**config.mk**
```make
export PLATFORM = sky130hd
export DESIGN_NAME = sdb_regs
export DESIGN_NICKNAME = d
export VERILOG_FILES = /design/src/design/sdb_pkg.sv /design/src/design/sdb_pin_mux.sv /design/src/design/sdb_regs.sv
export SDC_FILE = /design/constraint.sdc
export NUM_CORES = 1
export LEC_CHECK = 0
export BUFFER_PORTS_ARGS = -buffer_cell sky130_fd_sc_hd__buf_2
export CAP_MARGIN = 40
export CORE_ASPECT_RATIO = 2
export CORE_MARGIN = 1
export CORE_UTILIZATION = 40
export DETAILED_ROUTE_END_ITERATION = 12
export RECOVER_POWER = 50
export SLEW_MARGIN = 0
export SYNTH_ARGS = -nofsm -noshare
export SYNTH_HDL_FRONTEND = slang
export SYNTH_SLANG_ARGS = --single-unit
```
**constraint.sdc**
```tcl
create_clock -name mclk -period 7.68 [get_ports mclk]
set_input_delay 1.536 -clock mclk [delete_from_list [all_inputs] [get_ports mclk]]
set_output_delay 1.536 -clock mclk [all_outputs]
set_load 0.005 [all_outputs]
```
**src/design/sdb_pkg.sv**
```systemverilog
// Constants and state type for the serial DMA block register slave.
// Assumes a 32-bit AXI4-Lite master and a 32-pin general-purpose port.
package sdb_pkg;
   localparam int ADDR_W = 12;
   localparam int NUM_PINS = 32;
   localparam int NUM_EV = 11;
   localparam int ERR_W = 4;

   localparam logic [11:0] OFS_START_RX = 12'h000;
   localparam logic [11:0] OFS_STOP_RX = 12'h004;
   localparam logic [11:0] OFS_START_TX = 12'h008;
   localparam logic [11:0] OFS_STOP_TX = 12'h00c;
   localparam logic [11:0] OFS_FLUSH_RX = 12'h02c;
   localparam logic [11:0] OFS_EVENT_TASK_SHORTCUTS = 12'h200;
   localparam logic [11:0] OFS_INTERRUPT_ENABLE = 12'h300;
   localparam logic [11:0] OFS_INTERRUPT_ENABLE_SET = 12'h304;
   localparam logic [11:0] OFS_INTERRUPT_ENABLE_CLR = 12'h308;
   localparam logic [11:0] OFS_ERRSRC = 12'h480;
   localparam logic [11:0] OFS_ENABLE = 12'h500;
   localparam logic [11:0] OFS_PSEL_RTS = 12'h508;
   localparam logic [11:0] OFS_PSEL_TXD = 12'h50c;
   localparam logic [11:0] OFS_PSEL_CTS = 12'h510;
   localparam logic [11:0] OFS_PSEL_RXD = 12'h514;
   localparam logic [11:0] OFS_BAUD = 12'h524;
   localparam logic [11:0] OFS_RX_PTR = 12'h534;
   localparam logic [11:0] OFS_RX_CAP = 12'h538;
   localparam logic [11:0] OFS_RX_AMOUNT = 12'h53c;
   localparam logic [11:0] OFS_TX_PTR = 12'h544;
   localparam logic [11:0] OFS_TX_LEN = 12'h548;
   localparam logic [11:0] OFS_TX_AMOUNT = 12'h54c;
   localparam logic [11:0] OFS_CONFIG = 12'h56c;
   localparam logic [11:0] OFS_INT_STATUS = 12'h600;

   // Event bit positions, shared by events, status and enable layouts
   localparam int EV_CTS = 0;
   localparam int EV_NCTS = 1;
   localparam int EV_RXDRDY = 2;
   localparam int EV_ENDRX = 3;
   localparam int EV_TXDRDY = 4;
   localparam int EV_ENDTX = 5;
   localparam int EV_ERROR = 6;
   localparam int EV_RXTO = 7;
   localparam int EV_RXSTARTED = 8;
   localparam int EV_TXSTARTED = 9;
   localparam int EV_TXSTOPPED = 10;
   localparam logic [11:0] EVT_OFS [NUM_EV] = '{12'h100, 12'h104, 12'h108, 12'h110,
      12'h11c, 12'h120, 12'h124, 12'h144, 12'h14c, 12'h150, 12'h158};

   localparam int SHORT_ENDRX_STARTRX = 0;
   localparam int SHORT_ENDRX_STOPRX = 1;
   localparam int CFG_HWFC = 0;
   localparam int CFG_PAR_LO = 1;
   localparam int PSEL_PIN_W = 5;
   localparam int PSEL_DISC = 31;

   localparam logic [3:0] ENABLE_ON = 4'h8;
   localparam logic [31:0] PSEL_RESET = 32'hffffffff;
   localparam logic [31:0] BAUD_RESET = 32'h00000000;
   localparam logic [1:0] RESP_OKAY = 2'h0;
   localparam logic [1:0] RESP_SLVERR = 2'h2;

   typedef struct packed {
      logic awHeld;
      logic [11:0] awAddr;
      logic wHeld;
      logic [31:0] wData;
      logic [3:0] wStrb;
      logic bValid;
      logic [1:0] bResp;
      logic rValid;
      logic [31:0] rData;
      logic [1:0] rResp;
      logic [NUM_EV-1:0] evt;
      logic [NUM_EV-1:0] intStatus;
      logic [NUM_EV-1:0] interrupt_enable;
      logic [1:0] event_task_shortcuts;
      logic [ERR_W-1:0] errSrc;
      logic [3:0] enable;
      logic [31:0] pselRts;
      logic [31:0] pselTxd;
      logic [31:0] pselCts;
      logic [31:0] pselRxd;
      logic [31:0] baud;
      logic [31:0] rxPtr;
      logic [31:0] rxCap;
      logic [31:0] rxCount;
      logic [31:0] txPtr;
      logic [31:0] txLen;
      logic [31:0] txCount;
      logic [3:0] setup;
      logic rxActive;
      logic txActive;
      logic ctsPrev;
      logic endRxPulse;
      logic flushPulse;
   } sdb_state_t;
endpackage : sdb_pkg

```
**src/design/sdb_pin_mux.sv**
```systemverilog
// Routes the four serial signals to the general-purpose pins.
// Assumes pin-select values are stable while the block is enabled.
`timescale 1ns/1ns
`default_nettype none
module sdb_pin_mux
   import sdb_pkg::*;
(
   // Control
   input wire logic enabled,
   input wire logic [31:0] pselRts,
   input wire logic [31:0] pselTxd,
   input wire logic [31:0] pselCts,
   input wire logic [31:0] pselRxd,
   // Block side
   input wire logic txdLevel,
   input wire logic rtsLevel,
   output logic rxdLevel,
   output logic ctsLevel,
   // Pins
   input wire logic [NUM_PINS-1:0] pinIn,
   output logic [NUM_PINS-1:0] pinOut,
   output logic [NUM_PINS-1:0] pinOe
);
   logic txdOn;
   logic rtsOn;

   assign txdOn = enabled & ~pselTxd[PSEL_DISC];
   assign rtsOn = enabled & ~pselRts[PSEL_DISC];

   // Idle high on an unrouted input
   assign rxdLevel = (enabled & ~pselRxd[PSEL_DISC]) ? pinIn[pselRxd[PSEL_PIN_W-1:0]] : 1'b1;
   assign ctsLevel = (enabled & ~pselCts[PSEL_DISC]) ? pinIn[pselCts[PSEL_PIN_W-1:0]] : 1'b1;

   // Transmit data wins if both outputs share a pin
   genvar i;
   generate
      for (i = 0; i < NUM_PINS; i++)
      begin : g_pin
         logic txdHere;
         logic rtsHere;
         assign txdHere = txdOn && (pselTxd[PSEL_PIN_W-1:0] == PSEL_PIN_W'(i));
         assign rtsHere = rtsOn && (pselRts[PSEL_PIN_W-1:0] == PSEL_PIN_W'(i));
         assign pinOe[i] = txdHere | rtsHere;
         assign pinOut[i] = txdHere ? txdLevel : (rtsHere ? rtsLevel : 1'b1);
      end
   endgenerate
endmodule : sdb_pin_mux
`default_nettype wire

```
**src/design/sdb_regs.sv**
```systemverilog
// Register slave, task/event engine and pin routing of the serial DMA block.
// Assumes an AXI4-Lite master on mclk and a serial core that reports bytes.
`timescale 1ns/1ns
`default_nettype none
// Notes on behaviour
// - Each serial signal appears on the pin its pin-select register names, except request-to-send on a pin shared with transmit data.
// - Clear-to-send and request-to-send are low when asserted, high when not.
// - Pin selects act only while enabled; contents lost at reset.
// - Error source is readable; writing one clears a bit, zero keeps it.
// - A nonzero receive capacity bounds bytes written to memory per transfer.
// - Transmit length is the byte count sent per transfer.
// - Amount registers report bytes moved in the latest transfer.
// - One configuration register selects parity and hardware flow control.
// - Bit rate output follows the bit-rate register value.
// - Event registers read one after their event; writing zero clears.
// - Flush requests the leftover bytes and always raises end-of-receive in the same cycle.
module sdb_regs
   import sdb_pkg::*;
(
   // Clock and reset
   input wire logic mclk,
   input wire logic reset_n,
   // AXI4-Lite write
   input wire logic [ADDR_W-1:0] s_axi_awaddr,
   input wire logic s_axi_awvalid,
   output logic s_axi_awready,
   input wire logic [31:0] s_axi_wdata,
   input wire logic [3:0] s_axi_wstrb,
   input wire logic s_axi_wvalid,
   output logic s_axi_wready,
   output logic [1:0] s_axi_bresp,
   output logic s_axi_bvalid,
   input wire logic s_axi_bready,
   // AXI4-Lite read
   input wire logic [ADDR_W-1:0] s_axi_araddr,
   input wire logic s_axi_arvalid,
   output logic s_axi_arready,
   output logic [31:0] s_axi_rdata,
   output logic [1:0] s_axi_rresp,
   output logic s_axi_rvalid,
   input wire logic s_axi_rready,
   // Serial core
   input wire logic rxByteStrobe,
   input wire logic txByteStrobe,
   input wire logic [ERR_W-1:0] lineError,
   input wire logic txdLevel,
   output logic rxdLevel,
   output logic rxEnable,
   output logic txEnable,
   output logic rxFlushReq,
   output logic [31:0] bitRate,
   output logic [2:0] parityMode,
   // Pins
   input wire logic [NUM_PINS-1:0] pinIn,
   output logic [NUM_PINS-1:0] pinOut,
   output logic [NUM_PINS-1:0] pinOe,
   // Interrupt
   output logic irq
);
   sdb_state_t q;
   sdb_state_t d;
   logic enabled;
   logic hwfc;
   logic ctsLevel;
   logic ctsAsserted;
   logic rtsLevel;
   logic wrFire;
   logic [31:0] wrVal;
   logic [NUM_EV-1:0] evSet;
   logic startRx;
   logic stopRx;
   logic startTx;
   logic stopTx;
   logic flush;
   logic rdHit;
   logic wrHit;

   function automatic logic [31:0] sdb_merge(logic [31:0] old, logic [31:0] val,
                                             logic [3:0] strb);
      logic [31:0] r;
      r = old;
      for (int b = 0; b < 4; b++)
      begin
         if (strb[b])
         begin
            r[8*b +: 8] = val[8*b +: 8];
         end
      end
      return r;
   endfunction : sdb_merge

   assign enabled = (q.enable == ENABLE_ON);
   assign hwfc = q.setup[CFG_HWFC];
   assign ctsAsserted = ~ctsLevel;
   assign rtsLevel = ~(hwfc & enabled & q.rxActive);
   assign wrFire = q.awHeld & q.wHeld & ~q.bValid;
   assign wrVal = sdb_merge(32'h00000000, q.wData, q.wStrb);

   sdb_pin_mux u_pin_mux (
      .enabled(enabled),
      .pselRts(q.pselRts),
      .pselTxd(q.pselTxd),
      .pselCts(q.pselCts),
      .pselRxd(q.pselRxd),
      .txdLevel(txdLevel),
      .rtsLevel(rtsLevel),
      .rxdLevel(rxdLevel),
      .ctsLevel(ctsLevel),
      .pinIn(pinIn),
      .pinOut(pinOut),
      .pinOe(pinOe)
   );

   // Tasks fire on a written one while enabled
   assign startRx = enabled & ((wrFire & q.awAddr == OFS_START_RX & q.wData[0])
                    | (q.endRxPulse & q.event_task_shortcuts[SHORT_ENDRX_STARTRX]));
   assign stopRx = enabled & ((wrFire & q.awAddr == OFS_STOP_RX & q.wData[0])
                   | (q.endRxPulse & q.event_task_shortcuts[SHORT_ENDRX_STOPRX]));
   assign startTx = enabled & wrFire & q.awAddr == OFS_START_TX & q.wData[0];
   assign stopTx = enabled & wrFire & q.awAddr == OFS_STOP_TX & q.wData[0];
   assign flush = enabled & wrFire & q.awAddr == OFS_FLUSH_RX & q.wData[0];

   always_comb
   begin
      d = q;
      d.endRxPulse = 1'b0;
      d.flushPulse = 1'b0;
      evSet = '0;
      rdHit = 1'b0;
      wrHit = 1'b0;

      // Write address and data are taken in either order
      if (s_axi_awvalid & s_axi_awready)
      begin
         d.awHeld = 1'b1;
         d.awAddr = s_axi_awaddr;
      end
      if (s_axi_wvalid & s_axi_wready)
      begin
         d.wHeld = 1'b1;
         d.wData = s_axi_wdata;
         d.wStrb = s_axi_wstrb;
      end
      if (q.bValid & s_axi_bready)
      begin
         d.bValid = 1'b0;
      end

      if (wrFire)
      begin
         d.awHeld = 1'b0;
         d.wHeld = 1'b0;
         d.bValid = 1'b1;
         for (int i = 0; i < NUM_EV; i++)
         begin
            if (q.awAddr == EVT_OFS[i])
            begin
               d.evt[i] = q.wData[0];
               wrHit = 1'b1;
            end
         end
         case (q.awAddr)
            OFS_START_RX, OFS_STOP_RX, OFS_START_TX, OFS_STOP_TX, OFS_FLUSH_RX,
            OFS_RX_AMOUNT, OFS_TX_AMOUNT, OFS_INT_STATUS:
               wrHit = 1'b1;
            OFS_EVENT_TASK_SHORTCUTS:
            begin
               d.event_task_shortcuts = 2'(sdb_merge({30'h0, q.event_task_shortcuts}, q.wData, q.wStrb));
               wrHit = 1'b1;
            end
            OFS_INTERRUPT_ENABLE:
            begin
               d.interrupt_enable = NUM_EV'(sdb_merge({21'h0, q.interrupt_enable}, q.wData, q.wStrb));
               wrHit = 1'b1;
            end
            OFS_INTERRUPT_ENABLE_SET:
            begin
               d.interrupt_enable = q.interrupt_enable | wrVal[NUM_EV-1:0];
               wrHit = 1'b1;
            end
            OFS_INTERRUPT_ENABLE_CLR:
            begin
               d.interrupt_enable = q.interrupt_enable & ~wrVal[NUM_EV-1:0];
               wrHit = 1'b1;
            end
            OFS_ERRSRC:
            begin
               d.errSrc = q.errSrc & ~wrVal[ERR_W-1:0];
               wrHit = 1'b1;
            end
            OFS_ENABLE:
            begin
               d.enable = 4'(sdb_merge({28'h0, q.enable}, q.wData, q.wStrb));
               wrHit = 1'b1;
            end
            OFS_PSEL_RTS, OFS_PSEL_TXD, OFS_PSEL_CTS, OFS_PSEL_RXD:
            begin
               wrHit = 1'b1;
               if (!enabled)
               begin
                  if (q.awAddr == OFS_PSEL_RTS)
                     d.pselRts = sdb_merge(q.pselRts, q.wData, q.wStrb);
                  if (q.awAddr == OFS_PSEL_TXD)
                     d.pselTxd = sdb_merge(q.pselTxd, q.wData, q.wStrb);
                  if (q.awAddr == OFS_PSEL_CTS)
                     d.pselCts = sdb_merge(q.pselCts, q.wData, q.wStrb);
                  if (q.awAddr == OFS_PSEL_RXD)
                     d.pselRxd = sdb_merge(q.pselRxd, q.wData, q.wStrb);
               end
            end
            OFS_BAUD:
            begin
               d.baud = sdb_merge(q.baud, q.wData, q.wStrb);
               wrHit = 1'b1;
            end
            OFS_RX_PTR:
            begin
               d.rxPtr = sdb_merge(q.rxPtr, q.wData, q.wStrb);
               wrHit = 1'b1;
            end
            OFS_RX_CAP:
            begin
               d.rxCap = sdb_merge(q.rxCap, q.wData, q.wStrb);
               wrHit = 1'b1;
            end
            OFS_TX_PTR:
            begin
               d.txPtr = sdb_merge(q.txPtr, q.wData, q.wStrb);
               wrHit = 1'b1;
            end
            OFS_TX_LEN:
            begin
               d.txLen = sdb_merge(q.txLen, q.wData, q.wStrb);
               wrHit = 1'b1;
            end
            OFS_CONFIG:
            begin
               d.setup = 4'(sdb_merge({28'h0, q.setup}, q.wData, q.wStrb));
               wrHit = 1'b1;
            end
            default:
               ;
         endcase
         d.bResp = wrHit ? RESP_OKAY : RESP_SLVERR;
      end

      // Read port
      if (q.rValid & s_axi_rready)
      begin
         d.rValid = 1'b0;
      end
      if (s_axi_arvalid & s_axi_arready)
      begin
         d.rValid = 1'b1;
         d.rData = '0;
         for (int i = 0; i < NUM_EV; i++)
         begin
            if (s_axi_araddr == EVT_OFS[i])
            begin
               d.rData = {31'h0, q.evt[i]};
               rdHit = 1'b1;
            end
         end
         case (s_axi_araddr)
            OFS_START_RX, OFS_STOP_RX, OFS_START_TX, OFS_STOP_TX, OFS_FLUSH_RX,
            OFS_INTERRUPT_ENABLE_CLR:
               rdHit = 1'b1;
            OFS_EVENT_TASK_SHORTCUTS:
            begin
               d.rData = {30'h0, q.event_task_shortcuts};
               rdHit = 1'b1;
            end
            OFS_INTERRUPT_ENABLE, OFS_INTERRUPT_ENABLE_SET:
            begin
               d.rData = {21'h0, q.interrupt_enable};
               rdHit = 1'b1;
            end
            OFS_ERRSRC:
            begin
               d.rData = {28'h0, q.errSrc};
               rdHit = 1'b1;
            end
            OFS_ENABLE:
            begin
               d.rData = {28'h0, q.enable};
               rdHit = 1'b1;
            end
            OFS_PSEL_RTS:
            begin
               d.rData = q.pselRts;
               rdHit = 1'b1;
            end
            OFS_PSEL_TXD:
            begin
               d.rData = q.pselTxd;
               rdHit = 1'b1;
            end
            OFS_PSEL_CTS:
            begin
               d.rData = q.pselCts;
               rdHit = 1'b1;
            end
            OFS_PSEL_RXD:
            begin
               d.rData = q.pselRxd;
               rdHit = 1'b1;
            end
            OFS_BAUD:
            begin
               d.rData = q.baud;
               rdHit = 1'b1;
            end
            OFS_RX_PTR:
            begin
               d.rData = q.rxPtr;
               rdHit = 1'b1;
            end
            OFS_RX_CAP:
            begin
               d.rData = q.rxCap;
               rdHit = 1'b1;
            end
            OFS_RX_AMOUNT:
            begin
               d.rData = q.rxCount;
               rdHit = 1'b1;
            end
            OFS_TX_PTR:
            begin
               d.rData = q.txPtr;
               rdHit = 1'b1;
            end
            OFS_TX_LEN:
            begin
               d.rData = q.txLen;
               rdHit = 1'b1;
            end
            OFS_TX_AMOUNT:
            begin
               d.rData = q.txCount;
               rdHit = 1'b1;
            end
            OFS_CONFIG:
            begin
               d.rData = {28'h0, q.setup};
               rdHit = 1'b1;
            end
            OFS_INT_STATUS:
            begin
               d.rData = {21'h0, q.intStatus};
               d.intStatus = '0;
               rdHit = 1'b1;
            end
            default:
               ;
         endcase
         d.rResp = rdHit ? RESP_OKAY : RESP_SLVERR;
      end

      // Clear-to-send edges
      d.ctsPrev = enabled & ctsAsserted;
      evSet[EV_CTS] = enabled & ctsAsserted & ~q.ctsPrev;
      evSet[EV_NCTS] = enabled & ~ctsAsserted & q.ctsPrev;

      // Line errors latch until written one
      if (enabled & q.rxActive & |lineError)
      begin
         evSet[EV_ERROR] = 1'b1;
      end
      d.errSrc = d.errSrc | (lineError & {ERR_W{enabled & q.rxActive}});

      // Receive path
      if (startRx)
      begin
         d.rxActive = 1'b1;
         d.rxCount = '0;
         evSet[EV_RXSTARTED] = 1'b1;
      end
      else if (stopRx & q.rxActive)
      begin
         d.rxActive = 1'b0;
         evSet[EV_ENDRX] = 1'b1;
         evSet[EV_RXTO] = 1'b1;
      end
      else if (enabled & q.rxActive & rxByteStrobe)
      begin
         d.rxCount = q.rxCount + 32'h1;
         evSet[EV_RXDRDY] = 1'b1;
         if (q.rxCount + 32'h1 >= q.rxCap)
         begin
            d.rxActive = 1'b0;
            evSet[EV_ENDRX] = 1'b1;
         end
      end
      if (flush)
      begin
         d.flushPulse = 1'b1;
         evSet[EV_ENDRX] = 1'b1;
      end
      d.endRxPulse = evSet[EV_ENDRX];

      // Transmit path
      if (startTx)
      begin
         d.txActive = q.txLen != 32'h0;
         d.txCount = '0;
         evSet[EV_TXSTARTED] = 1'b1;
         evSet[EV_ENDTX] = q.txLen == 32'h0;
      end
      else if (stopTx)
      begin
         d.txActive = 1'b0;
         evSet[EV_TXSTOPPED] = 1'b1;
         evSet[EV_ENDTX] = q.txActive;
      end
      else if (enabled & q.txActive & txByteStrobe)
      begin
         d.txCount = q.txCount + 32'h1;
         evSet[EV_TXDRDY] = 1'b1;
         if (q.txCount + 32'h1 >= q.txLen)
         begin
            d.txActive = 1'b0;
            evSet[EV_ENDTX] = 1'b1;
         end
      end

      // Set wins over any clear in the same cycle
      d.evt = d.evt | evSet;
      d.intStatus = d.intStatus | evSet;
   end

   always_ff @(posedge mclk or negedge reset_n)
   begin
      if (!reset_n)
      begin
         q <= '0;
         q.pselRts <= PSEL_RESET;
         q.pselTxd <= PSEL_RESET;
         q.pselCts <= PSEL_RESET;
         q.pselRxd <= PSEL_RESET;
         q.baud <= BAUD_RESET;
      end
      else
      begin
         q <= d;
      end
   end

   assign s_axi_awready = ~q.awHeld & ~q.bValid;
   assign s_axi_wready = ~q.wHeld & ~q.bValid;
   assign s_axi_bvalid = q.bValid;
   assign s_axi_bresp = q.bResp;
   assign s_axi_arready = ~q.rValid;
   assign s_axi_rvalid = q.rValid;
   assign s_axi_rdata = q.rData;
   assign s_axi_rresp = q.rResp;
   assign rxEnable = enabled & q.rxActive;
   assign txEnable = enabled & q.txActive & (~hwfc | ctsAsserted);
   assign rxFlushReq = q.flushPulse;
   assign bitRate = q.baud;
   assign parityMode = q.setup[CFG_PAR_LO +: 3];
   assign irq = |(q.intStatus & q.interrupt_enable);

   a_pins_idle_off: assert property (@(posedge mclk) disable iff (!reset_n)
      !enabled |-> pinOe == '0) else $error("pin driven while disabled");
   a_rts_low_active: assert property (@(posedge mclk) disable iff (!reset_n)
      (hwfc && enabled && q.rxActive) |-> !rtsLevel) else $error("rts not low");
   a_err_one_clears: assert property (@(posedge mclk) disable iff (!reset_n)
      (wrFire && q.awAddr == OFS_ERRSRC && wrVal[0] && !(q.rxActive && lineError[0]))
      |=> !q.errSrc[0]) else $error("error bit not cleared");
   a_flush_end_rx: assert property (@(posedge mclk) disable iff (!reset_n)
      flush |=> (q.evt[EV_ENDRX] && rxFlushReq) ##1 !rxFlushReq)
      else $error("flush without end of receive");
   a_rx_cap_stop: assert property (@(posedge mclk) disable iff (!reset_n)
      (enabled && q.rxActive && rxByteStrobe && !startRx && !stopRx
       && q.rxCount + 32'h1 == q.rxCap) |=> (!q.rxActive && q.evt[EV_ENDRX]))
      else $error("receive overran capacity");
   a_tx_len_stop: assert property (@(posedge mclk) disable iff (!reset_n)
      (enabled && q.txActive && txByteStrobe && !startTx && !stopTx
       && q.txCount + 32'h1 == q.txLen) |=> (!q.txActive && q.evt[EV_ENDTX]))
      else $error("transmit overran length");
   a_amount_counts: assert property (@(posedge mclk) disable iff (!reset_n)
      (enabled && q.rxActive && rxByteStrobe && !startRx && !stopRx)
      |=> q.rxCount == $past(q.rxCount) + 32'h1) else $error("amount not counted");
   a_interrupt_enable_set: assert property (@(posedge mclk) disable iff (!reset_n)
      (wrFire && q.awAddr == OFS_INTERRUPT_ENABLE_SET && wrVal[EV_ENDRX]) |=> q.interrupt_enable[EV_ENDRX])
      else $error("interrupt not enabled");
   a_task_reads_zero: assert property (@(posedge mclk) disable iff (!reset_n)
      (s_axi_arvalid && s_axi_arready && s_axi_araddr == OFS_START_TX)
      |=> (s_axi_rvalid && s_axi_rdata == 32'h0)) else $error("task read not zero");
   a_event_write: assert property (@(posedge mclk) disable iff (!reset_n)
      (wrFire && q.awAddr == EVT_OFS[EV_RXDRDY] && !q.wData[0] && !evSet[EV_RXDRDY])
      |=> !q.evt[EV_RXDRDY]) else $error("event not cleared");
endmodule : sdb_regs
`default_nettype wire
```
# Word-level counts from Yosys, hierarchy flattened
# Cells that the tools add are included.
word_totals:
  ff_bits: 492
  in_bits: 106
  elab_cells: 645
op_classes:
  n_addsub: 2
  magnitude_cmp: 4
  eq_ne: 135
  muxes: 212
  bitwise: 99
  n_reduce_logical: 132
ops:
  columns: ["operator", "n"]
  rows:
  - ["two-way mux 32 bit", 23]
  - ["case mux 32 bit (17 select lines)", 1]
  - ["== test 12 x 11 -> 1 bit (second input constant)", 30]
  - ["== test 12 x 9 -> 1 bit (second input constant)", 22]
  - ["two-way mux 128 bit", 2]
  - ["two-way mux 8 bit", 30]
  - ["two-way mux 232 bit", 1]
  - ["== test 5 bit (second input constant)", 32]
  - ["two-way mux 1 bit", 135]
  - ["== test 12 x 10 -> 1 bit (second input constant)", 8]
  - ["== test 5 x 4 -> 1 bit (second input constant)", 16]
  - ["AND reduction 5 bit", 16]
  - ["AND reduction 3 bit", 25]
  - ["adder 32 x 1 -> 32 bit (second input constant)", 2]
  - [">= comparator 32 bit", 2]
  - ["logical AND 1 bit", 64]
  - ["== test 12 x 4 -> 1 bit (second input constant)", 4]
  - ["OR reduction 24 bit", 2]
  - ["AND 1 bit", 41]
  - ["== test 5 x 3 -> 1 bit (second input constant)", 8]
  - ["two-way mux 37 bit", 1]
  - ["two-way mux 35 bit", 1]
  - ["bitwise OR 1 bit", 35]
  - ["two-way mux 11 bit", 3]
  - ["other kinds (30)", 80]

# Longest topological paths before layout
# Gate-level depths: netlist of run 1.
logic_depth:
  ltp_word: 16
  depth_mapped: 14

# Hierarchy
# Synthesis of run 1 repeated with hierarchy kept, for this count alone.
unflattened:
  cells_unflattened: 2736
  hier_area_um2: 28581.2
modules_own_cells:
  columns: ["mod", "n_inst", "cells_per_inst", "area_per_inst_um2"]
  rows:
  - ["sdb_regs", 1, 2505, 26803.2]
  - ["sdb_pin_mux", 1, 231, 1778.0]

# Least setup slack after synthesis of run 1
# OpenSTA, ideal clock, no wires.
synth_path:
  path_type: "input port to output port"
  start: "input pinIn[19]"
  end: "output txEnable"
  arrival_ps: 2863
  setup_slack_ps: 3281
  cell_stages: 7
  n_path_buf: 0
  path_cell_list: "mux4_2 -> a22oi_1 -> a31oi_1 -> a211oi_1 -> nand2_1 -> inv_1 -> o21a_1"
synth_via:
  elab_chain_cells: 6
synth_lines:
  columns: ["item", "line", "source"]
  rows:
  - ["start, declared", "sdb_regs.sv:54", "input wire logic [NUM_PINS-1:0] pinIn,"]
  - ["binary-select mux 1 bit (select 5 bit)", "sdb_pin_mux.sv:32", "assign ctsLevel = (enabled & ~pselCts[PSEL_DISC]) ? pinIn[pselCts[PSEL_PIN_W-1:0]] : 1'b1;"]
  - ["two-way mux 1 bit (implied by the code)", "sdb_pin_mux.sv:32", null]
  - ["two-way mux 1 bit", "sdb_pin_mux.sv:32", null]
  - ["inverter 1 bit", "sdb_regs.sv:94", "assign ctsAsserted = ~ctsLevel;"]
  - ["bitwise OR 1 bit", "sdb_regs.sv:458", "assign txEnable = enabled & q.txActive & (~hwfc | ctsAsserted);"]
  - ["AND 1 bit", "sdb_regs.sv:458", null]
  - ["end, declared", "sdb_regs.sv:49", "output logic txEnable,"]
# Every way passes these cells. The select of a mux whose other input is x is not followed.

==> results of run 1 <==
## synthesized netlist by cell type, types with 74 or more instances
master / count / area share, %
buf_4: 74 / 2.0
inv_1: 85 / 1.1
dfrtp_1: 362 / 32
nand2_1: 260 / 3.5
dfstp_2: 128 / 12
nand3_1: 86 / 1.5
a21oi_1: 79 / 1.4
nor2_1: 221 / 3.0
mux2_2: 319 / 13
clkbuf_1: 120 / 1.6
o21ai_0: 181 / 3.2
a22oi_1: 75 / 2.0
## logic make-up (layout without fill, tap and decap cells)
group,Yosys count,in the layout,share of synthesized area (%)
compound gates,614,614,14.4
xor+xnor,89,89,2.78
fa+ha+maj,66,66,2.94
buf+inv,334,488,5.64
flops,490,490,44.2
mux,367,367,15.3
other cells,1,8,0.0134
simple gates,846,846,14.7
## per-layer routing
layer | GRT usage [%] | up-vias | part of all wire (%)
li1 | - | 10400 | -
met1 | 35.9 | 12400 | 32
met2 | 62.4 | 1537 | 49
met3 | 7.05 | 558 | 7.3
met4 | 35.0 | 4 | 12
met5 | 0 | - | 0.016
## area by class of cell
class                   count  area [µm²]  share of cell area [%]
inverters                  86         323                    1.02
repair buffers            314        1760                    5.59
flip-flops and latches    490       12400                    39.4
diodes                      6        15.0                  0.0477
well taps                 903        1130                    3.59
clock buffers              73        1370                    4.36
multi-input cells        1984       14200                    45.0
clock inverters            15         287                   0.910
## power by group
part           internal, W  total [W]  switching, W
clock              0.00145    0.00256       0.00111
sequential         0.00279    0.00343      0.000643
combinational     0.000389   0.000970      0.000581
total              0.00463    0.00696       0.00234
## final timing paths
| kind | endpoint |
|---|---|
| max reg2reg | q[385] |
| max in group mclk | pinOut[8] |
| min | q[76] |
| min in group asynchronous | q[9] |
| max | q[146] |
| min reg2reg | q[76] |
## stage by stage
| step | utilization (%) | instances | worst slack [ns] | area, µm² |
|---|---|---|---|---|
| 6_report | 45.3 | 3871 | 2.03 | 31500 |
| 3_3_place_gp | 42.6 | 3752 | 2.54 | 29600 |
| 3_5_place_dp | 42.8 | 3771 | 2.83 | 29800 |
| 5_1_grt | 45.2 | 3865 | 1.22 | 31500 |
| 2_1_floorplan | - | 2808 | 3.28 | 28100 |
| 4_1_cts | 45.2 | 3859 | 2.32 | 31500 |
## state kept, by name, summed over array words and instances (netlist names)
name	flops
rxFlushReq	1
s_axi_rresp	1
s_axi_rvalid	1
s_axi_bvalid	1
bitRate	32
q	417
s_axi_rdata	32
hwfc	1
s_axi_bresp	1
parityMode	3
==> reports/qor.yml, run 1 <==
status: "complete, but fails checks"
violations: "max-capacitance violations, max-slew violations"
clk_pin_slew_worst_paths_ns: 0.07
regToRegSetupSlack_ns: 3.17
powerDensity_nw_per_um2: 221
ir_drop_uv: 193
synth_cells: 2807
min_period_over_period_pct: 73.6
post-dp-hpwl_um: 96400
grt_max_degree: 173
firstDrtPassIters: 7
drive_above_1_share_pct: 30.2
ys_ff_latch: 490
vias_per_cell: 6.42
io_buffers: 248
yosys_warnings: 0
vias: 24800
ant_nets: 0
hold_viol: 0
clock-sinks: 490
r2r-start: "q[105]"
wl_per_cell_um: 33.4
first_global_vias: 25200
finalMaxSlewViolations: 162
setup_tns_ns: 0
totalWireLength_um: 129000
post_cts_resized: 0
worstPathBufferInverterCount: 1
synth-edff-count: 0
holdCritPathClass: "flop to flop"
crit_required_ns: 7.17
worstSetupEndpointType: "asynchronous set/reset pin"
grt_antenna_before_repair: 6
avgSynthCellArea_um2: 10.0
grt-ovfl-total: 0
cts_tree: "yes"
area_growth_pct: 12.1
synth_ff_type: "dfrtp_1"
crit_chain: "clkbuf_1"
numCtsBuffers: 47
core_um2: 69600
die_w_um: 189
rsz0062_at_grt: "false"
startpoint: "reset_n"
dieHeight_um: 377
worst_r2r_path_depth: 13
drc: 0
cp_data_arrival_time_ns: 5.14
cts_buffer_depth: 3
syn_area_um2: 28100
worstSetupStartpointType: "primary input"
ys_seq_area_share_pct: 44.2
critPathSlowestCell: "clkbuf_1"
ioPinCount: 251
maxSlewHeadroom_pct: -238
fillers: 6688
cp.depth: 1
finalWorstPathRequiredPeriod_ns: 5.65
critPathMaxStageDelay_ns: 3.47
clock_skew_ns: 0.0422
initialDrtViolationCount: 2527
hp-start: "q[76]"
grt_first_pass_wirelength_um: 182000
grt_usage_pct: 36.2
ctsHoldBuffers: 0
p_leak_nw: 13.6
layout_common_cells: "dfrtp_1 (362), mux2_2 (319), nand2_1 (260), buf_2 (257), nor2_1 (221)"
fin_nets: 3095
cp_top_family: "buffers and inverters"
critPathKind: "primary input to asynchronous set/reset pin"
finalPower_w: 0.00696
gp_routability_congestion: 1.07
maxCapViolCount: 3
cts_max_level: 2
insertion_delay_ns: 0.63
ys_types: 88
crit_fanout: 84
max_freq_mhz: 177
root_buffer: "clkbuf_16"
holdWs_ns: 0.491
final_common_cell: "dfrtp_1"
post_cts_buffers: 0
async_flop_share_pct: 100
tightest_slew_ns: 5.07
core.rowCount: 137
setup_violations: 0
holdPathStages: 2
start_util_pct: 40.4
die_area_um2: 71300
(Power assumes the default switching activity.)
==> inputs of run 2 (changes only) <==
Clock period 7.68 ns to 4.8 ns, I/O delays scaled along.
==> run 2 against run 1 <==
  * Critical endpoint is now pinOut[26]
  * Die area did not move
  * Via count rose by 0.42%
  * Combinational power rose by 63%
  * The run still ends with max-capacitance violations, max-slew violations left
  * Sequential cell count did not move
  * Power rose by 60%
  * Highest routed layer unchanged
  * Critical path type is now flop to primary output
  * Routed wire length rose by 2.5%
  * Core utilization rose by 0.26 points
  * Register-to-register slack got worse by 2.5 ns
==> reports/qor.yml, run 2 (synthesized netlist as in run 1, its figures left out) <==
status: "complete, but fails checks"
violations: "max-capacitance violations, max-slew violations"
root_buffer: "clkbuf_16"
maxSlewHeadroom_pct: -115
clock_skew_ns: 0.0195
grt-ovfl-total: 0
core_um2: 69600
ioPinCount: 251
gp_routability_congestion: 1.06
final_common_cell: "dfrtp_1"
tightest_slew_ns: 3.22
post-route-util_pct: 45.5
seq_power_share_pct: 49.3
powerDensity_nw_per_um2: 351
startpoint: "q[361]"
wl_per_cell_um: 33.9
first_global_vias: 25300
layout_common_cells: "dfrtp_1 (362), mux2_2 (319), nand2_1 (260), buf_2 (228), nor2_1 (221)"
setup_violations: 0
grt_max_degree: 108
core.rowCount: 137
finalWorstPathRequiredPeriod_ns: 4.37
hp-start: "q[74]"
max_freq_mhz: 229
clock-sinks: 490
vias: 24900
die_w_um: 189
holdCritPathClass: "flop to flop"
maxCapViolCount: 4
grt_usage_pct: 37.6
min_period_over_period_pct: 91.1
regToRegSetupSlack_ns: 0.63
ctsHoldBuffers: 0
io_buffers: 248
p_leak_nw: 13.6
cts_tree: "yes"
dieHeight_um: 377
ir_drop_uv: 310
ant_nets: 0
post_cts_resized: 0
start_util_pct: 40.4
p_sw_w: 0.00379
switching_share_pct: 34.1
rsz0062_at_grt: "false"
grt_first_pass_wirelength_um: 187000
finalMaxSlewViolations: 190
insertion_delay_ns: 0.64
drive_above_1_share_pct: 30.3
hold_viol: 0
vias_per_cell: 6.38
worstSetupEndpointType: "primary output"
clk_pin_slew_worst_paths_ns: 0.07
crit_fanout: 4
firstDrtPassIters: 8
worstSetupStartpointType: "flop"
cts_max_level: 2
crit_required_ns: 3.84
die_area_um2: 71300
numCtsBuffers: 47
post_cts_buffers: 0
cts_buffer_depth: 3
p_clk_share_pct: 36.5
drc: 0
setup_tns_ns: 0
totalWireLength_um: 133000
grt_antenna_before_repair: 7
post-dp-hpwl_um: 101000
initialDrtViolationCount: 2206
largest-register: "q"
area_growth_pct: 12.8
r2r-start: "q[18]"
cp_data_arrival_time_ns: 3.41
critPathKind: "flop to primary output"
worst_slack_ns: 0.427
largest_reg_flops: 417
power_frac_comb_pct: 14.2
internal-power_w: 0.00733
fin_nets: 3132
detailedPlace.worstSlack_ns: 0.729
==> run 2: cell types whose count changed in the layout (fill, tap and decap cells not counted), sizes merged <==
cell and delta:
clkbuf +29, buf +3, clkinv +2, clkinvlp +2, inv +2, bufinv -1
diode -1
==> run 2: per-stage QoR <==
step | total power, W | hold WS (ns) | cells | instance area (µm²)
5_1_grt | 0.0114 | 0.489 | 3903 | 31700
4_1_cts | 0.0111 | 0.483 | 3893 | 31700
3_5_place_dp | 0.00707 | 0.472 | 3805 | 30100
2_1_floorplan | 0.00605 | 0.444 | 2808 | 28100
6_report | 0.0111 | 0.497 | 3907 | 31700
3_3_place_gp | 0.00702 | 0.471 | 3788 | 29900
==> run 2: final timing paths <==
| path | depth (start not counted) | endpoint |
|---|---|---|
| worst min-delay path | 2 | q[74] |
| max in group asynchronous | 2 | bitRate[12] |
| worst max register to register | 14 | q[398] |
| min in group asynchronous | 1 | q[447] |
| worst max-delay path | 6 | pinOut[26] |
| worst min register to register | 2 | q[74] |
==> run 2: cell type report <==
cell class / instances / area [µm²]
sequential: 490 / 12400
fill: 6669 / 37900
inverter: 86 / 323
timing repair buffer: 351 / 1970
clock inverter: 20 / 274
antenna: 5 / 12.5
tap: 903 / 1130
clock buffer: 68 / 1360
multi-input combinational: 1984 / 14200
==> run 2: power by group through the flow <==
| stage | logic (W) | registers [W] | clock network [W] |
|---|---|---|---|
| 2_1_floorplan | 0.00135 | 0.00470 | 0 |
| 6_report | 0.00158 | 0.00548 | 0.00406 |
| 5_1_grt | 0.00169 | 0.00550 | 0.00425 |
| 3_3_place_gp | 0.00152 | 0.00550 | 0 |
| 4_1_cts | 0.00156 | 0.00545 | 0.00409 |
| 3_5_place_dp | 0.00156 | 0.00552 | 0 |
==> run 2: metal layers <==
metal	track usage (%)	wire, µm	up-vias
met5	0	30	-
li1	-	-	10400
met2	64.9	65300	1457
met4	37.2	16600	4
met3	7.26	8730	564
met1	36.7	41900	12500
==> run 2: worst max-delay path: stages, from the launching register on <==
cell	delay [ns]
dfrtp_1	0.42
nor4b_2	0.72
nand3b_1	0.35
nor2b_1	0.35
nand2_1	0.14
a31oi_1	0.55
buf_2	0.22
